### config.mk
export PLATFORM = sky130hd
export DESIGN_NAME = hssp_device_flat
export DESIGN_NICKNAME = d
export VERILOG_FILES = /design/src/hssp_pkg.sv /design/src/hssp_if.sv /design/src/hssp_device.sv /design/src/flat_wrapper.sv
export VERILOG_INCLUDE_DIRS = /design/src /design/src/src
export SDC_FILE = /design/constraint.sdc
export NUM_CORES = 1
export LEC_CHECK = 0
export ABC_AREA = 1
export BUFFER_PORTS_ARGS = -buffer_cell sky130_fd_sc_hd__buf_2
export CAP_MARGIN = 15
export CORE_AREA = 2 2 99 101
export DETAILED_ROUTE_END_ITERATION = 10
export DIE_AREA = 0 0 101 103
export PLACE_DENSITY = 0.84
export SLEW_MARGIN = 20
export SYNTH_ARGS = -nofsm -noshare
export SYNTH_HDL_FRONTEND = slang
export SYNTH_SLANG_ARGS = --single-unit
### constraint.sdc
create_clock -name i_clk_sys -period 6.4 [get_ports i_clk_sys]
set_clock_uncertainty 0.05 [all_clocks]
set_input_delay 0 -clock i_clk_sys [delete_from_list [all_inputs] [get_ports i_clk_sys]]
set_output_delay 0 -clock i_clk_sys [all_outputs]
set_load 0.01 [all_outputs]
### src/hssp_defines.svh
// Timing and framing constants for the host serial port
`ifndef HSSP_DEFINES_SVH
`define HSSP_DEFINES_SVH
// ==========================================================
// Word framing
`define HSSP_WORD_W        32
`define HSSP_CNT_W         6
`define HSSP_MODE_ZERO     2'h0
// ==========================================================
// Host clock divider: count N gives a half period of N+1 system clocks
// Seven clocks cover the device's four-clock answer plus the host's two-stage sync
`define HSSP_SCK_HALF      8'h06
`define HSSP_LEAD_HALF     8'h06
`endif

### src/hssp_pkg.sv
// Types shared by both ends of the host serial port
package hssp_pkg;
    // Word size seen on the link
    typedef enum logic [1:0]
    {
        HSSP_SZ_8  = 2'h0,
        HSSP_SZ_16 = 2'h1,
        HSSP_SZ_32 = 2'h2
    } hssp_size_t;
    // Host sequencer, Gray along the usual path
    typedef enum logic [1:0]
    {
        HSSP_IDLE  = 2'h0,
        HSSP_LEAD  = 2'h1,
        HSSP_SHIFT = 2'h3,
        HSSP_DONE  = 2'h2
    } hssp_state_t;
endpackage

### src/hssp_if.sv
// Link signals between host master and device slave
`timescale 1ns/1ns
interface hssp_if;
    logic sck;
    logic mosi;
    logic chip_select_n;
    logic miso_o;
    logic miso_oe;
    logic irq;
    wire  miso;
    // Released line reads low, as through a pull-down; the enable marks the release
    assign miso = miso_oe & miso_o;
    modport host
    (
        output sck,
        output mosi,
        output chip_select_n,
        input  miso,
        input  irq
    );
    modport device
    (
        input  sck,
        input  mosi,
        input  chip_select_n,
        output miso_o,
        output miso_oe,
        output irq
    );
endinterface

### src/hssp_device.sv
// Device end of the host serial port
// Functional notes
// - Mode 0 only: sample rising, shift falling.
// - Both ends agree on mode number.
// - Host sets first bit half period early.
// - Only own chip select frames transfers.
// - Release MISO on deselect, or at a word end with no next word.
// - Other slaves tri-state MISO between transfers.
// - Host actively drives chip select.
// - Dedicated interrupt output toward host.
// - Clock idles low, MSB first.
// - Select active low, per word or message.
// - Word size auto-detected; byte order on 32-bit words only.
// - Interrupt active high, edge or level.
`timescale 1ns/1ns
`include "hssp_defines.svh"
module hssp_device
(
    input  wire logic                       i_clk_sys,
    input  wire logic                       i_arst_n,
    hssp_if.device                          link,
    input  wire logic [`HSSP_WORD_W-1:0]    i_tx_word,
    input  wire logic                       i_tx_valid,
    output logic                            o_tx_taken,
    input  wire logic                       i_irq_req,
    output logic [`HSSP_WORD_W-1:0]         o_rx_word,
    output logic                            o_rx_valid,
    output hssp_pkg::hssp_size_t            o_rx_size,
    output logic                            o_rx_swapped
);
    // ==========================================================
    // Pin synchronisers
    logic [1:0] sck_s_q;
    logic [1:0] mosi_s_q;
    logic [1:0] cs_s_q;
    logic       sck_d1_q;
    logic       cs_d1_q;
    always_ff @(posedge i_clk_sys or negedge i_arst_n)
    begin
        if (!i_arst_n)
        begin
            sck_s_q  <= 2'h0;
            mosi_s_q <= 2'h0;
            cs_s_q   <= 2'h3;
        end
        else
        begin
            sck_s_q  <= {sck_s_q[0], link.sck};
            mosi_s_q <= {mosi_s_q[0], link.mosi};
            cs_s_q   <= {cs_s_q[0], link.chip_select_n};
        end
    end
    // ==========================================================
    // Edge history, reset to idle pin levels so no false edge follows reset
    always_ff @(posedge i_clk_sys or negedge i_arst_n)
    begin
        if (!i_arst_n)
        begin
            sck_d1_q <= 1'h0;
            cs_d1_q  <= 1'h1;
        end
        else
        begin
            sck_d1_q <= sck_s_q[1];
            cs_d1_q  <= cs_s_q[1];
        end
    end
    // ==========================================================
    // Edge decode
    wire selected   = !cs_s_q[1];
    wire sck_rise   = selected && sck_s_q[1] && !sck_d1_q;
    wire sck_fall   = selected && !sck_s_q[1] && sck_d1_q;
    wire sel_start  = !cs_s_q[1] && cs_d1_q;
    wire sel_end    = cs_s_q[1] && !cs_d1_q;
    // ==========================================================
    // Shift state
    logic [`HSSP_CNT_W-1:0]  bits_q;
    logic [`HSSP_WORD_W-1:0] rx_sh_q;
    logic [`HSSP_WORD_W-1:0] tx_sh_q;
    logic                    tx_act_q;
    logic                    miso_q;
    logic                    oe_q;
    logic [`HSSP_WORD_W-1:0] rx_word_q;
    logic                    rx_valid_q;
    hssp_pkg::hssp_size_t    size_q;
    logic                    swap_q;
    logic                    irq_q;
    // Words are closed at 32 bits, or at deselect with 8 or 16 bits
    wire word_full  = sck_rise && (bits_q == 6'h1F);
    wire short_end  = sel_end && ((bits_q == 6'h08) || (bits_q == 6'h10));
    wire word_close = word_full || short_end;
    // Next word loads on the last rise, so a held select streams words
    wire load_tx    = (sel_start || word_full) && i_tx_valid;
    wire [`HSSP_WORD_W-1:0] rx_next = {rx_sh_q[`HSSP_WORD_W-2:0], mosi_s_q[1]};
    // Little-endian host puts the sync byte pattern reversed; detect by lane 0 marker
    wire [`HSSP_WORD_W-1:0] rx_full  = word_full ? rx_next : rx_sh_q;
    wire                    le_hint  = word_full && (rx_full[7:0] != 8'h00) && (rx_full[31:24] == 8'h00);
    wire [`HSSP_WORD_W-1:0] rx_swap;
    genvar lane;
    generate
        for (lane = 0; lane < 4; lane++)
        begin : g_lane
            assign rx_swap[8*lane +: 8] = rx_full[8*(3-lane) +: 8];
        end
    endgenerate
    wire [`HSSP_WORD_W-1:0] rx_order = le_hint ? rx_swap : rx_full;
    assign o_tx_taken = load_tx;
    // ==========================================================
    // Bit counter, restarted by every select and every full word
    always_ff @(posedge i_clk_sys or negedge i_arst_n)
    begin
        if (!i_arst_n)
            bits_q <= 6'h00;
        else if (!selected || sel_start || word_full)
            bits_q <= 6'h00;
        else if (sck_rise)
            bits_q <= bits_q + 6'h01;
    end
    // ==========================================================
    // Receive shifter
    always_ff @(posedge i_clk_sys or negedge i_arst_n)
    begin
        if (!i_arst_n)
            rx_sh_q <= 32'h00000000;
        else if (sck_rise)
            rx_sh_q <= rx_next;
    end
    // ==========================================================
    // Transmit shifter; no shift on the fall after the last bit,
    // so a word loaded at the last rise keeps its first bit
    wire tx_shift = sck_fall && (bits_q != 6'h00);
    always_ff @(posedge i_clk_sys or negedge i_arst_n)
    begin
        if (!i_arst_n)
            tx_sh_q <= 32'h00000000;
        else if (load_tx)
            tx_sh_q <= i_tx_word;
        else if (tx_shift)
            tx_sh_q <= {tx_sh_q[`HSSP_WORD_W-2:0], 1'h0};
    end
    // ==========================================================
    // Word in flight; dropped by deselect or a word end with nothing new
    always_ff @(posedge i_clk_sys or negedge i_arst_n)
    begin
        if (!i_arst_n)
            tx_act_q <= 1'h0;
        else if (!selected || word_full)
            tx_act_q <= load_tx;
        else if (load_tx)
            tx_act_q <= 1'h1;
    end
    // ==========================================================
    // MISO drive: only while a loaded word is in flight
    always_ff @(posedge i_clk_sys or negedge i_arst_n)
    begin
        if (!i_arst_n)
        begin
            miso_q <= 1'h0;
            oe_q   <= 1'h0;
        end
        else
        begin
            miso_q <= tx_sh_q[`HSSP_WORD_W-1];
            oe_q   <= selected && tx_act_q;
        end
    end
    assign link.miso_o  = miso_q;
    assign link.miso_oe = oe_q;
    // ==========================================================
    // Received word, size and byte order
    always_ff @(posedge i_clk_sys or negedge i_arst_n)
    begin
        if (!i_arst_n)
        begin
            rx_word_q  <= 32'h00000000;
            size_q     <= hssp_pkg::HSSP_SZ_32;
            swap_q     <= 1'h0;
        end
        else
        begin
            if (word_close)
            begin
                rx_word_q <= rx_order;
                swap_q    <= le_hint;
                if (word_full)
                    size_q <= hssp_pkg::HSSP_SZ_32;
                else if (bits_q == 6'h10)
                    size_q <= hssp_pkg::HSSP_SZ_16;
                else
                    size_q <= hssp_pkg::HSSP_SZ_8;
            end
        end
    end
    // ==========================================================
    // Received word strobe, one cycle per closed word
    always_ff @(posedge i_clk_sys or negedge i_arst_n)
    begin
        if (!i_arst_n)
            rx_valid_q <= 1'h0;
        else
            rx_valid_q <= word_close;
    end
    // ==========================================================
    // Interrupt level held while the request stands; host may use edge or level
    always_ff @(posedge i_clk_sys or negedge i_arst_n)
    begin
        if (!i_arst_n)
            irq_q <= 1'h0;
        else
            irq_q <= i_irq_req;
    end
    assign link.irq     = irq_q;
    assign o_rx_word    = rx_word_q;
    assign o_rx_valid   = rx_valid_q;
    assign o_rx_size    = size_q;
    assign o_rx_swapped = swap_q;
endmodule

### src/flat_wrapper.sv
// flat-port wrapper written by rule: the top's interface ports become plain ports
module hssp_device_flat 
  (i_clk_sys, i_arst_n, i_tx_word, i_tx_valid, o_tx_taken, i_irq_req, o_rx_word, o_rx_valid, o_rx_size, o_rx_swapped, link_sck, link_mosi, link_chip_select_n, link_miso_o, link_miso_oe, link_irq);
  hssp_if link_i ();
  input  wire logic i_clk_sys;
  input  wire logic i_arst_n;
  input  wire logic [`HSSP_WORD_W-1:0] i_tx_word;
  input  wire logic i_tx_valid;
  output logic o_tx_taken;
  input  wire logic i_irq_req;
  output logic [`HSSP_WORD_W-1:0] o_rx_word;
  output logic o_rx_valid;
  output hssp_pkg::hssp_size_t o_rx_size;
  output logic o_rx_swapped;
  input wire logic [$bits(link_i.sck)-1:0] link_sck;
  input wire logic [$bits(link_i.mosi)-1:0] link_mosi;
  input wire logic [$bits(link_i.chip_select_n)-1:0] link_chip_select_n;
  output wire logic [$bits(link_i.miso_o)-1:0] link_miso_o;
  output wire logic [$bits(link_i.miso_oe)-1:0] link_miso_oe;
  output wire logic [$bits(link_i.irq)-1:0] link_irq;
  assign link_i.sck = link_sck;
  assign link_i.mosi = link_mosi;
  assign link_i.chip_select_n = link_chip_select_n;
  assign link_miso_o = link_i.miso_o;
  assign link_miso_oe = link_i.miso_oe;
  assign link_irq = link_i.irq;
  hssp_device u_core (.i_clk_sys(i_clk_sys), .i_arst_n(i_arst_n), .link(link_i), .i_tx_word(i_tx_word), .i_tx_valid(i_tx_valid), .o_tx_taken(o_tx_taken), .i_irq_req(i_irq_req), .o_rx_word(o_rx_word), .o_rx_valid(o_rx_valid), .o_rx_size(o_rx_size), .o_rx_swapped(o_rx_swapped));
endmodule
==> results by group, run 1 <==
Place
  – IO buf count: 78
  – GP Congestion: 0.8630
  – Placed inst area: 0.005997 mm^2
  – Post-detail-place hpwl: 7994 um
  – Inst Count DP: 835

STA
  – Slew Limit Fails: 0
  – Worst-Margin Slew: 0.8402 ns
  – Final Hold Fails: 0
  – Fmax: 230.4 MHz
  – Relative slew slack: 0.4392
  – Setup TNS: 0 ns
  – RSZ-0062 raised after global routing: no
  – Tmin final: 4.341 ns
  – Fin crit share: 0.6782
  – Final setup viols: 0

Clock network
  – Clock Pin Slew Worst Setup and Hold Paths: 0.06 ns
  – Worst-Skew Late Latency: 0.52 ns
  – Num CTS Buffers: 17
  – Number of cells upsized or downsized after cts: 0
  – Longest Clk Path Bufs: 2
  – Post CTS Setup Buffer Count: 0
  – Sink Count: 118
  – Hold_buf cts: 41
  – H-tree levels: 4
  – Root Driver: clkbuf_8
  – CTS tree: done

Power and ir drop
  – Power per cell area: 287.2 mW/mm^2
  – Leak: 3.736 nW
  – VDD IR max: 0.1796 mV

Global route
  – Initial antenna violation count: 0
  – Total congestion overflow: 0
  – All-layer global routing usage: 0.2749
  – Global-route wire length before repair: 22,230 um
  – Pin count of the biggest net entering global routing: 89
  – Vias in the first global route: 4,692

Worst setup path
  – Worst r2r dst: u_core.o_rx_size[0]
  – Critical Path Fanout Max: 80
  – Slowest CP cell: nand2_2
  – WP data arrival: 4.71 ns
  – CP Class: flip-flop to flip-flop
  – CP required: 6.77 ns
  – Worst r2r src: u_core.sck_d1_q
  – R2R Setup Slk: 2.06 ns
  – Crit path cell chain: inv_1 -> nand2_1 -> nor2_8 -> nand3_2 -> nand2_2 -> clkinv_1 -> o21ai_0
  – Startpoint Class: flip-flop
  – Worst reg2reg path depth: 7
  – Crit-path max cell delay: 0.90 ns
  – Endpoint class of the critical path: flip-flop

Worst hold path
  – Cells on Worst Hold Path: 2
  – Endpoint of the worst hold path: u_core.link.irq
  – Hold Startpoint: i_irq_req
  – Hold WC Path Type: input port to flip-flop

Layout
  – Nets@finish: 822
  – Diodes inserted: 0
  – Layout cells sized above 1: 0.1801
  – Finished Layout Cells: 908
  – Final Instance Area: 0.007048 mm^2
  – P&R area growth vs syn: 24.21%

Logic synthesis
  – Area contributors post-synth: dfrtp_1, nand2_1, nand3_1, inv_1, o21ai_0
  – Yosys reg bits: 118
  – Post-synth top area share: 0.5028
  – Seq/Total Area, Yosys: 0.5213
  – Top cell type by total area after synthesis: dfrtp_1
  – Post-synth EDFFs: 0
  – Fraction of registers with async set/reset: 1.000
  – Yosys cell types: 33
  – Top-count cell post-synth: nand2_1
  – Synth Net Count: 718
  – Main synth FF type: dfrtp_1
  – Post-synth top cells: nand2_1, dfrtp_1, nand3_1
  – Synthesized area: 0.005674 mm^2
  – Mapped Cells: 677
  – Ys Warns: 0
  – Syn avg cell area: 8.381 um^2

Floorplanning
  – Die Area: 0.01040 mm^2
  – I/O pin count: 79
  – Core area: 0.009459 mm^2
  – Row count: 36
  – Die Y: 103 um
  – Die span in x: 101 um
  – Initial core utilization: 0.5999

Routing
  – Drt total wl: 13,600 um
  – TritonRoute pass-1 iters: 5
  – DRT iter0 DRCs: 344
  – Detail Route Antenna Nets: 0
  – WL/cell: 14.98 um
  – DR DRC count: 0
  – Vias per cell: 5.535
  – DR vias: 5,026

Status
  – Status: finished, final reports clean

Run
  – Max cap viols: 0
state kept, by name, summed over array words and instances, names as in the netlist:
register / flops
u_core.sck_d1_q: 1
u_core.tx_act_q: 1
u_core.bits_q: 6
u_core.link.miso_o: 1
u_core.mosi_s_q: 2
u_core.link.irq: 1
u_core.tx_sh_q: 32
u_core.cs_d1_q: 1
u_core.sck_s_q: 2
u_core.o_rx_word: 32
u_core.o_rx_swapped: 1
u_core.rx_sh_q: 32
u_core.cs_s_q: 2
u_core.o_rx_size: 2
u_core.link.miso_oe: 1
u_core.o_rx_valid: 1
through the flow:
step                      power (mW)  utilization  hold WS [ns]  setup slack, ns
after global placement        0.9946       0.6340       -0.1133            2.371
after floorplan               0.9556            -       -0.3456            4.340
after global routing           2.097       0.7451       0.06984            1.545
after detailed placement       1.006       0.6340       -0.1076            2.078
final                          2.024       0.7451       0.06637            2.059
after CTS                      2.022       0.7447       0.05908            2.019
power by group:
part	leakage [nW]	internal [mW]	switching [mW]
logic	1.88	0.0722	0.126
registers	1.56	0.800	0.0289
clock network	0.294	0.645	0.352
total	3.74	1.52	0.506
cell type report:
cell class	count	area, um^2
clock buffers	18	427.9
multi-input cells	441	2176
flip-flops and latches	118	2958
fillers	662	2411
inverters	81	305.3
clock inverters	14	198.9
repair buffers	122	839.6
well taps	114	142.6
cells by family after synthesis:
family | share of synthesized area
buffers and inverters | 0.09526
AO/OA/AOI/OAI | 0.1047
adder cells (fa/ha/maj) | 0.004409
AND/OR/NAND/NOR | 0.2697
XOR/XNOR | 0.004631
flip-flops | 0.5213
cell usage in the layout (no fill, tap or decap), types with 4 or more instances in the layout:
cell and count:
nand2_1 193, dfrtp_1 114, nand3_1 96, inv_1 77
buf_2 77, o21ai_0 54, dlygate4sd3_1 40, nor2_1 19
o211ai_1 16, clkbuf_16 16, o311ai_0 15, nand4_1 9
a21oi_1 9, nand2_2 8, nor2_2 4, bufinv_16 4
clkinvlp_4 4, dfstp_2 4
worst max path at each step:
stage / cells after the start / start / slack, ns / end
CTS: 7 / u_core.sck_d1_q / 2.02 / u_core.o_rx_size[0]
finish: 7 / u_core.sck_d1_q / 2.06 / u_core.o_rx_size[0]
global route: 7 / u_core.sck_d1_q / 1.54 / u_core.o_rx_size[0]
global placement: 7 / u_core.sck_d1_q / 2.37 / u_core.o_rx_size[0]
floorplan: 15 / u_core.bits_q[0] / 4.34 / u_core.o_rx_word[21]
detailed placement: 7 / u_core.sck_d1_q / 2.08 / u_core.o_rx_size[0]
worst max-delay path: cells and delay by family (launching register included):
kind	cells	cell delay, ns
buf+inv	2	0.85
compound gates	1	0.41
flops	1	0.38
simple gates	4	2.51
per-layer routing:
metal,share of wire,GRT usage,wire length (um)
met5,0,0,0
met3,0.061,0.06780,826
met2,0.50,0.4538,6812
met4,0.015,0.08628,204
met1,0.42,0.3625,5756
Power figures use the tool's default switching activity.
==> inputs of run 2 (changes only) <==
CORE_AREA = 2 2 103 105   (was 2 2 99 101)
DIE_AREA = 0 0 105 107   (was 0 0 101 103)
PLACE_DENSITY = 0.78   (was 0.84)
clock period = 4.3 ns   (was 6.4 ns; I/O delays follow)
==> run 2 against run 1 <==
Cell area hardly changed. Die area is 8.0% higher. Utilization is 4.7 points lower. Non-clock buffer count is 2 higher. Critical path type is now flip-flop to output pin. Largest cell class unchanged.
==> results by group, run 2 (synthesis results as in run 1) <==
STA
  – Worst-Margin Slew: 0.7247 ns (-0.1155 ns)
  – Fmax: 332.3 MHz
  – Fin crit share: 0.6999
  – RSZ-0062 raised after global routing: no
  – Tmin final: 3.009 ns
  – Relative slew slack: 0.5169 (+0.07767)
  – Setup TNS: 0 ns (unchanged)
  – WHS: 0.03936 ns (-0.02702 ns)
  – Final Hold Fails: 0 (unchanged)
  – Slew Limit Fails: 0 (unchanged)
  – Final setup viols: 0 (unchanged)

Power and ir drop
  – Leak: 3.732 nW (about the same)
  – VDD IR max: 0.3194 mV (+78%)
  – Power per cell area: 415.4 mW/mm^2 (+45%)

Routing
  – Detail Route Antenna Nets: 0 (unchanged)
  – Vias per cell: 5.278 (-4.6%)
  – DRT iter0 DRCs: 383 (+11%)
  – DR vias: 4,919 (-2.1%)
  – DR DRC count: 0 (unchanged)
  – TritonRoute pass-1 iters: 6 (+1)
  – WL/cell: 13.65 um (-8.9%)
  – Drt total wl: 12,720 um (-6.4%)

Global route
  – Pin count of the biggest net entering global routing: 83 (-6.7%)
  – All-layer global routing usage: 0.2452 (-0.02968)
  – Total congestion overflow: 0 (unchanged)
  – Global-route wire length before repair: 22,070 um (-0.71%)
  – Vias in the first global route: 4,721 (+0.62%)
  – Initial antenna violation count: 0 (unchanged)

Worst setup path
  – Worst r2r src: u_core.sck_d1_q
  – Critical Path Start: u_core.sck_d1_q
  – CP required: 4.25 ns (-2.52 ns)
  – Critical Path Fanout Max: 50 (-38%)
  – WP data arrival: 2.96 ns (-1.75 ns)
  – Startpoint Class: flip-flop
  – R2R Setup Slk: 1.51 ns (-0.55 ns)
  – Endpoint class of the critical path: output pin
  – Worst reg2reg path depth: 13 (+6)
  – CP Class: flip-flop to output pin
  – Worst r2r dst: u_core.o_rx_word[21]
  – Worst setup endpoint: o_tx_taken

Clock network
  – Number of cells upsized or downsized after cts: 0 (unchanged)
  – Longest Clk Path Bufs: 2 (unchanged)
  – Clock Pin Slew Worst Setup and Hold Paths: 0.06 ns (about the same)
  – Post CTS Setup Buffer Count: 0 (unchanged)
  – Sink Count: 118 (unchanged)
  – Worst-Skew Late Latency: 0.52 ns (about the same)
  – CTS tree: done
  – H-tree levels: 4 (unchanged)
  – Hold_buf cts: 38 (-7.3%)
  – Num CTS Buffers: 17 (unchanged)
  – Root Driver: clkbuf_8

Place
  – Post-detail-place hpwl: 7943 um (-0.64%)
  – Inst Count DP: 862 (+3.2%)
  – IO buf count: 78 (unchanged)
  – GP Congestion: 0.8175 (-5.3%)

Layout
  – Most frequent cells in the layout: nand2_1, dfrtp_1, nand3_1
  – Commonest non-fill, non-tap cell in the layout: nand2_1
  – P&R area growth vs syn: 24.15% (about the same)
  – Layout cells sized above 1: 0.1822 (+0.002060)
  – Diodes inserted: 0 (unchanged)
  – Finished Layout Cells: 932 (+2.6%)
  – Nets@finish: 824 (+0.24%)

Status
  – Status: finished, final reports clean

Floorplanning
  – Die Y: 107 um (+3.9%)
  – Die span in x: 105 um (+4.0%)
  – Core area: 0.01009 mm^2 (+6.7%)
  – Die Area: 0.01124 mm^2 (+8.0%)
  – I/O pin count: 79 (unchanged)
  – Row count: 37 (+2.8%)
  – Initial core utilization: 0.5622 (-0.03763)

Worst hold path
  – Hold WC Path Type: input port to asynchronous set/reset pin

Run
  – Max cap viols: 0 (unchanged)
[run 2: how the worst min path moves through the flow]
stage | from | end | slack, ns | cells after the start
detailed placement | link_mosi | u_core.mosi_s_q[0] | 0.06 | 1
global route | i_irq_req | u_core.link.irq | 0.08 | 2
global placement | link_chip_select_n | u_core.cs_s_q[0] | 0.06 | 1
floorplan | i_arst_n | u_core.bits_q[0] | -0.35 | 0
finish | i_arst_n | u_core.o_rx_word[3] | 0.04 | 2
CTS | link_sck | u_core.sck_s_q[0] | 0.06 | 2
[run 2: critical path, cell delays in order, from the launching register on]
cell,delay [ns]
dfrtp_1,0.38
inv_1,0.05
nand2_1,0.11
nor2_8,0.46
nand2_2,0.28
o21ai_0,0.15
nand2_1,0.09
buf_4,0.24
inv_1,0.08
buf_4,0.36
buf_2,0.21
[run 2: per-layer routing]
layer | track usage | vias to the layer above | wire [um]
li1 | - | 2418 | -
met1 | 0.3306 | 2292 | 5657
met2 | 0.3915 | 183 | 6109
met3 | 0.05046 | 26 | 718
met4 | 0.09714 | 0 | 236
met5 | 0 | - | 0
[run 2: final cells by class]
class | count | area (um^2)
Clock buffer | 20 | 445.4
Clock inverter | 12 | 152.6
Fill cell | 799 | 3048
Inverter | 81 | 305.3
Multi-Input combinational cell | 441 | 2176
Sequential cell | 118 | 2958
Tap cell | 136 | 170.2
Timing Repair Buffer | 124 | 837.1
[run 2: metrics by stage]
step / cell area [um^2] / power [mW] / util / setup slack, ns
2_1_floorplan: 5674 / 1.422 / - / 2.240
3_3_place_gp: 6062 / 1.484 / 0.6007 / 1.625
3_5_place_dp: 6062 / 1.494 / 0.6007 / 1.517
4_1_cts: 7041 / 2.939 / 0.6976 / 1.258
5_1_grt: 7044 / 3.051 / 0.6980 / 1.019
6_report: 7044 / 2.926 / 0.6980 / 1.291
[run 2: where the power goes]
part / leakage [nW] / switching, mW / internal, mW
sequential: 1.56 / 0.0379 / 1.19
combinational: 1.89 / 0.178 / 0.104
clock: 0.283 / 0.505 / 0.911
==> inputs of run 3 (changes only) <==
CORE_AREA = 2 2 108 110   (was 2 2 103 105)
DIE_AREA = 0 0 110 112   (was 0 0 105 107)
PLACE_DENSITY = 0.75   (was 0.78)
clock period = 2.7 ns   (was 4.3 ns; I/O delays follow)
==> run 3 against run 2 <==
Cell count up 1.4%. Cell area increased by 1.9%. Global-route usage shrank 2.2 points. First-iteration DRC count is 22% lower. Combinational power rose by 62%. Register-to-register slack lost 1.3 ns. Sequential share of layout area down 0.77 points. Sequential cell count is the same. Non-clock buffer count up 6. Routed wire length about the same. Clock power increased by 77%. Hold slack better by 0.021 ns. Largest power group unchanged.
==> results by group, run 3 (synthesis results as in run 1) <==
Status
  – Status: finished, final reports clean

Layout
  – Most frequent cells in the layout: nand2_1, dfrtp_1, nand3_1
  – Fill count: 899 (+13%)
  – Share of the core filled with cells: 0.6421 (-0.05585)
  – Nets@finish: 830 (+0.73%)
  – Diodes inserted: 0 (unchanged)
  – Register area: 0.002958 mm^2 (unchanged)
  – Final Instance Area: 0.007176 mm^2 (+1.9%)
  – Finished Layout Cells: 945 (+1.4%)
  – Layout cells sized above 1: 0.1883 (+0.006118)
  – P&R area growth vs syn: 26.46%
  – Commonest non-fill, non-tap cell in the layout: nand2_1
  – Area taken by multi-input logic gates: 0.002176 mm^2 (unchanged)

Clock network
  – H-tree levels: 4 (unchanged)
  – Worst-Skew Late Latency: 0.41 ns (-0.11 ns)
  – CTS tree: done
  – Longest Clk Path Bufs: 2 (unchanged)
  – Root Driver: clkbuf_16
  – Post CTS Setup Buffer Count: 0 (unchanged)
  – Sink Count: 118 (unchanged)
  – Clock Pin Slew Worst Setup and Hold Paths: 0.06 ns (about the same)
  – Num CTS Buffers: 17 (unchanged)

Global route
  – All-layer global routing usage: 0.2228 (-0.02241)
  – Initial antenna violation count: 0 (unchanged)
  – Pin count of the biggest net entering global routing: 64 (-23%)
  – Total congestion overflow: 0 (unchanged)
  – Global-route wire length before repair: 21,620 um (-2.0%)
  – Vias in the first global route: 4,742 (+0.44%)

Routing
  – WL/cell: 13.45 um (-1.5%)
  – DR vias: 4,878 (-0.83%)
  – Detail Route Antenna Nets: 0 (unchanged)
  – DRT iter0 DRCs: 298 (-22%)
  – DR DRC count: 0 (unchanged)
  – Vias per cell: 5.162 (-2.2%)
  – Drt total wl: 12,710 um (about the same)
  – TritonRoute pass-1 iters: 6 (unchanged)

Floorplanning
  – Die Y: 112 um (+4.7%)
  – Core area: 0.01117 mm^2 (+11%)
  – Die Area: 0.01232 mm^2 (+9.7%)
  – Row count: 39 (+5.4%)
  – Die span in x: 110 um (+4.8%)
  – Initial core utilization: 0.5078 (-0.05445)
  – I/O pin count: 79 (unchanged)

Worst setup path
  – CP Class: flip-flop to flip-flop
  – Worst r2r dst: u_core.tx_sh_q[11]
  – CP required: 2.96 ns (-1.29 ns)
  – Worst reg2reg path depth: 9 (-4)
  – WP data arrival: 2.75 ns (-0.21 ns)
  – R2R Setup Slk: 0.21 ns (-1.30 ns)
  – Worst r2r src: u_core.bits_q[0]
  – Critical Path Fanout Max: 16 (-68%)
  – Endpoint class of the critical path: flip-flop
  – Startpoint Class: flip-flop

STA
  – Worst-Margin Slew: 0.6659 ns (-0.05880 ns)
  – Setup TNS: 0 ns (unchanged)
  – Fin crit share: 0.9227
  – Setup ws final: 0.2086 ns (-1.082 ns)
  – Final Hold Fails: 0 (unchanged)
  – Fmax: 401.4 MHz
  – Tmin final: 2.491 ns
  – Final setup viols: 0 (unchanged)
  – Slew Limit Fails: 0 (unchanged)
  – RSZ-0062 raised after global routing: no
  – Relative slew slack: 0.5547 (+0.03788)
  – WHS: 0.06036 ns (+0.02100 ns)

Power and ir drop
  – Power per cell area: 686.3 mW/mm^2 (+65%)
  – VDD IR max: 0.3474 mV (+8.8%)
  – Leak: 3.802 nW (+1.9%)
  – Total power: 4.925 mW (+68%)

Run
  – Max cap viols: 0 (unchanged)

Worst hold path
  – Hold Startpoint: i_tx_valid
  – Cells on Worst Hold Path: 4
  – Endpoint of the worst hold path: u_core.tx_act_q
  – Hold WC Path Type: input port to flip-flop

Place
  – Inst Count DP: 875 (+1.5%)
  – GP Congestion: 0.8786 (+7.5%)
  – Post-detail-place hpwl: 8196 um (+3.2%)
  – Post-Place Setup Slack: 0.2863 ns (-1.231 ns)
  – IO buf count: 78 (unchanged)
  – Placed inst area: 0.006128 mm^2 (+1.1%)
[run 3: cell count changes in the layout (fill, tap and decap cells not counted)]
cell	previous run	this run
clkinv_4	2	3
bufinv_16	3	5
buf_4	8	14
clkinv_2	4	2
clkbuf_16	16	17
clkinvlp_4	4	2
buf_12	0	1
buf_6	1	0
[run 3: worst max path at each step]
stage / start / endpoint / slack (ns) / cells past startpoint
floorplan: u_core.bits_q[0] / u_core.o_rx_word[21] / 0.64 / 15
global placement: u_core.bits_q[0] / u_core.tx_sh_q[15] / 0.35 / 9
detailed placement: u_core.bits_q[0] / u_core.tx_sh_q[3] / 0.29 / 9
CTS: u_core.bits_q[0] / u_core.tx_sh_q[3] / 0.30 / 9
global route: u_core.sck_d1_q / u_core.o_rx_word[8] / 0.04 / 11
finish: u_core.bits_q[0] / u_core.tx_sh_q[11] / 0.21 / 9
[run 3: critical path, stage by stage (launching register included)]
cell and delay (ns):
dfrtp_1 0.37, inv_1 0.09, ha_1 0.21, inv_1 0.06, nor2_1 0.05, nand3_1 0.08, nand4_1 0.52, inv_1 0.67
nand3_1 0.16, o211ai_1 0.13
[run 3: where the power goes]
group,leakage [nW],internal [mW],total [mW],switching [mW]
Clock,0.319,1.71,2.51,0.800
Combinational,1.92,0.179,0.457,0.279
Sequential,1.56,1.90,1.95,0.0572
[run 3: timing repair]
item / in CTS / in global routing
hold buffers: 38 / 0
hold endpoints to repair: 151 / 0
endpoints found under the setup margin: 0 / 0
gates resized for setup: 0 / 0
[run 3: metal layers]
layer	global-route usage	routed length, um	up-vias
li1	-	-	2433
met1	0.3023	5847	2263
met3	0.06148	796	18
met4	0.07764	187	0
met5	0	0	-
met2	0.3427	5877	164
[run 3: cell type report]
type,count,share of cell area
Multi-Input combinational cell,441,0.3032
Timing Repair Buffer,130,0.1241
Clock buffer,21,0.06556
Inverter,81,0.04255
Clock inverter,11,0.02738
Tap cell,143,0.02493
Sequential cell,118,0.4122
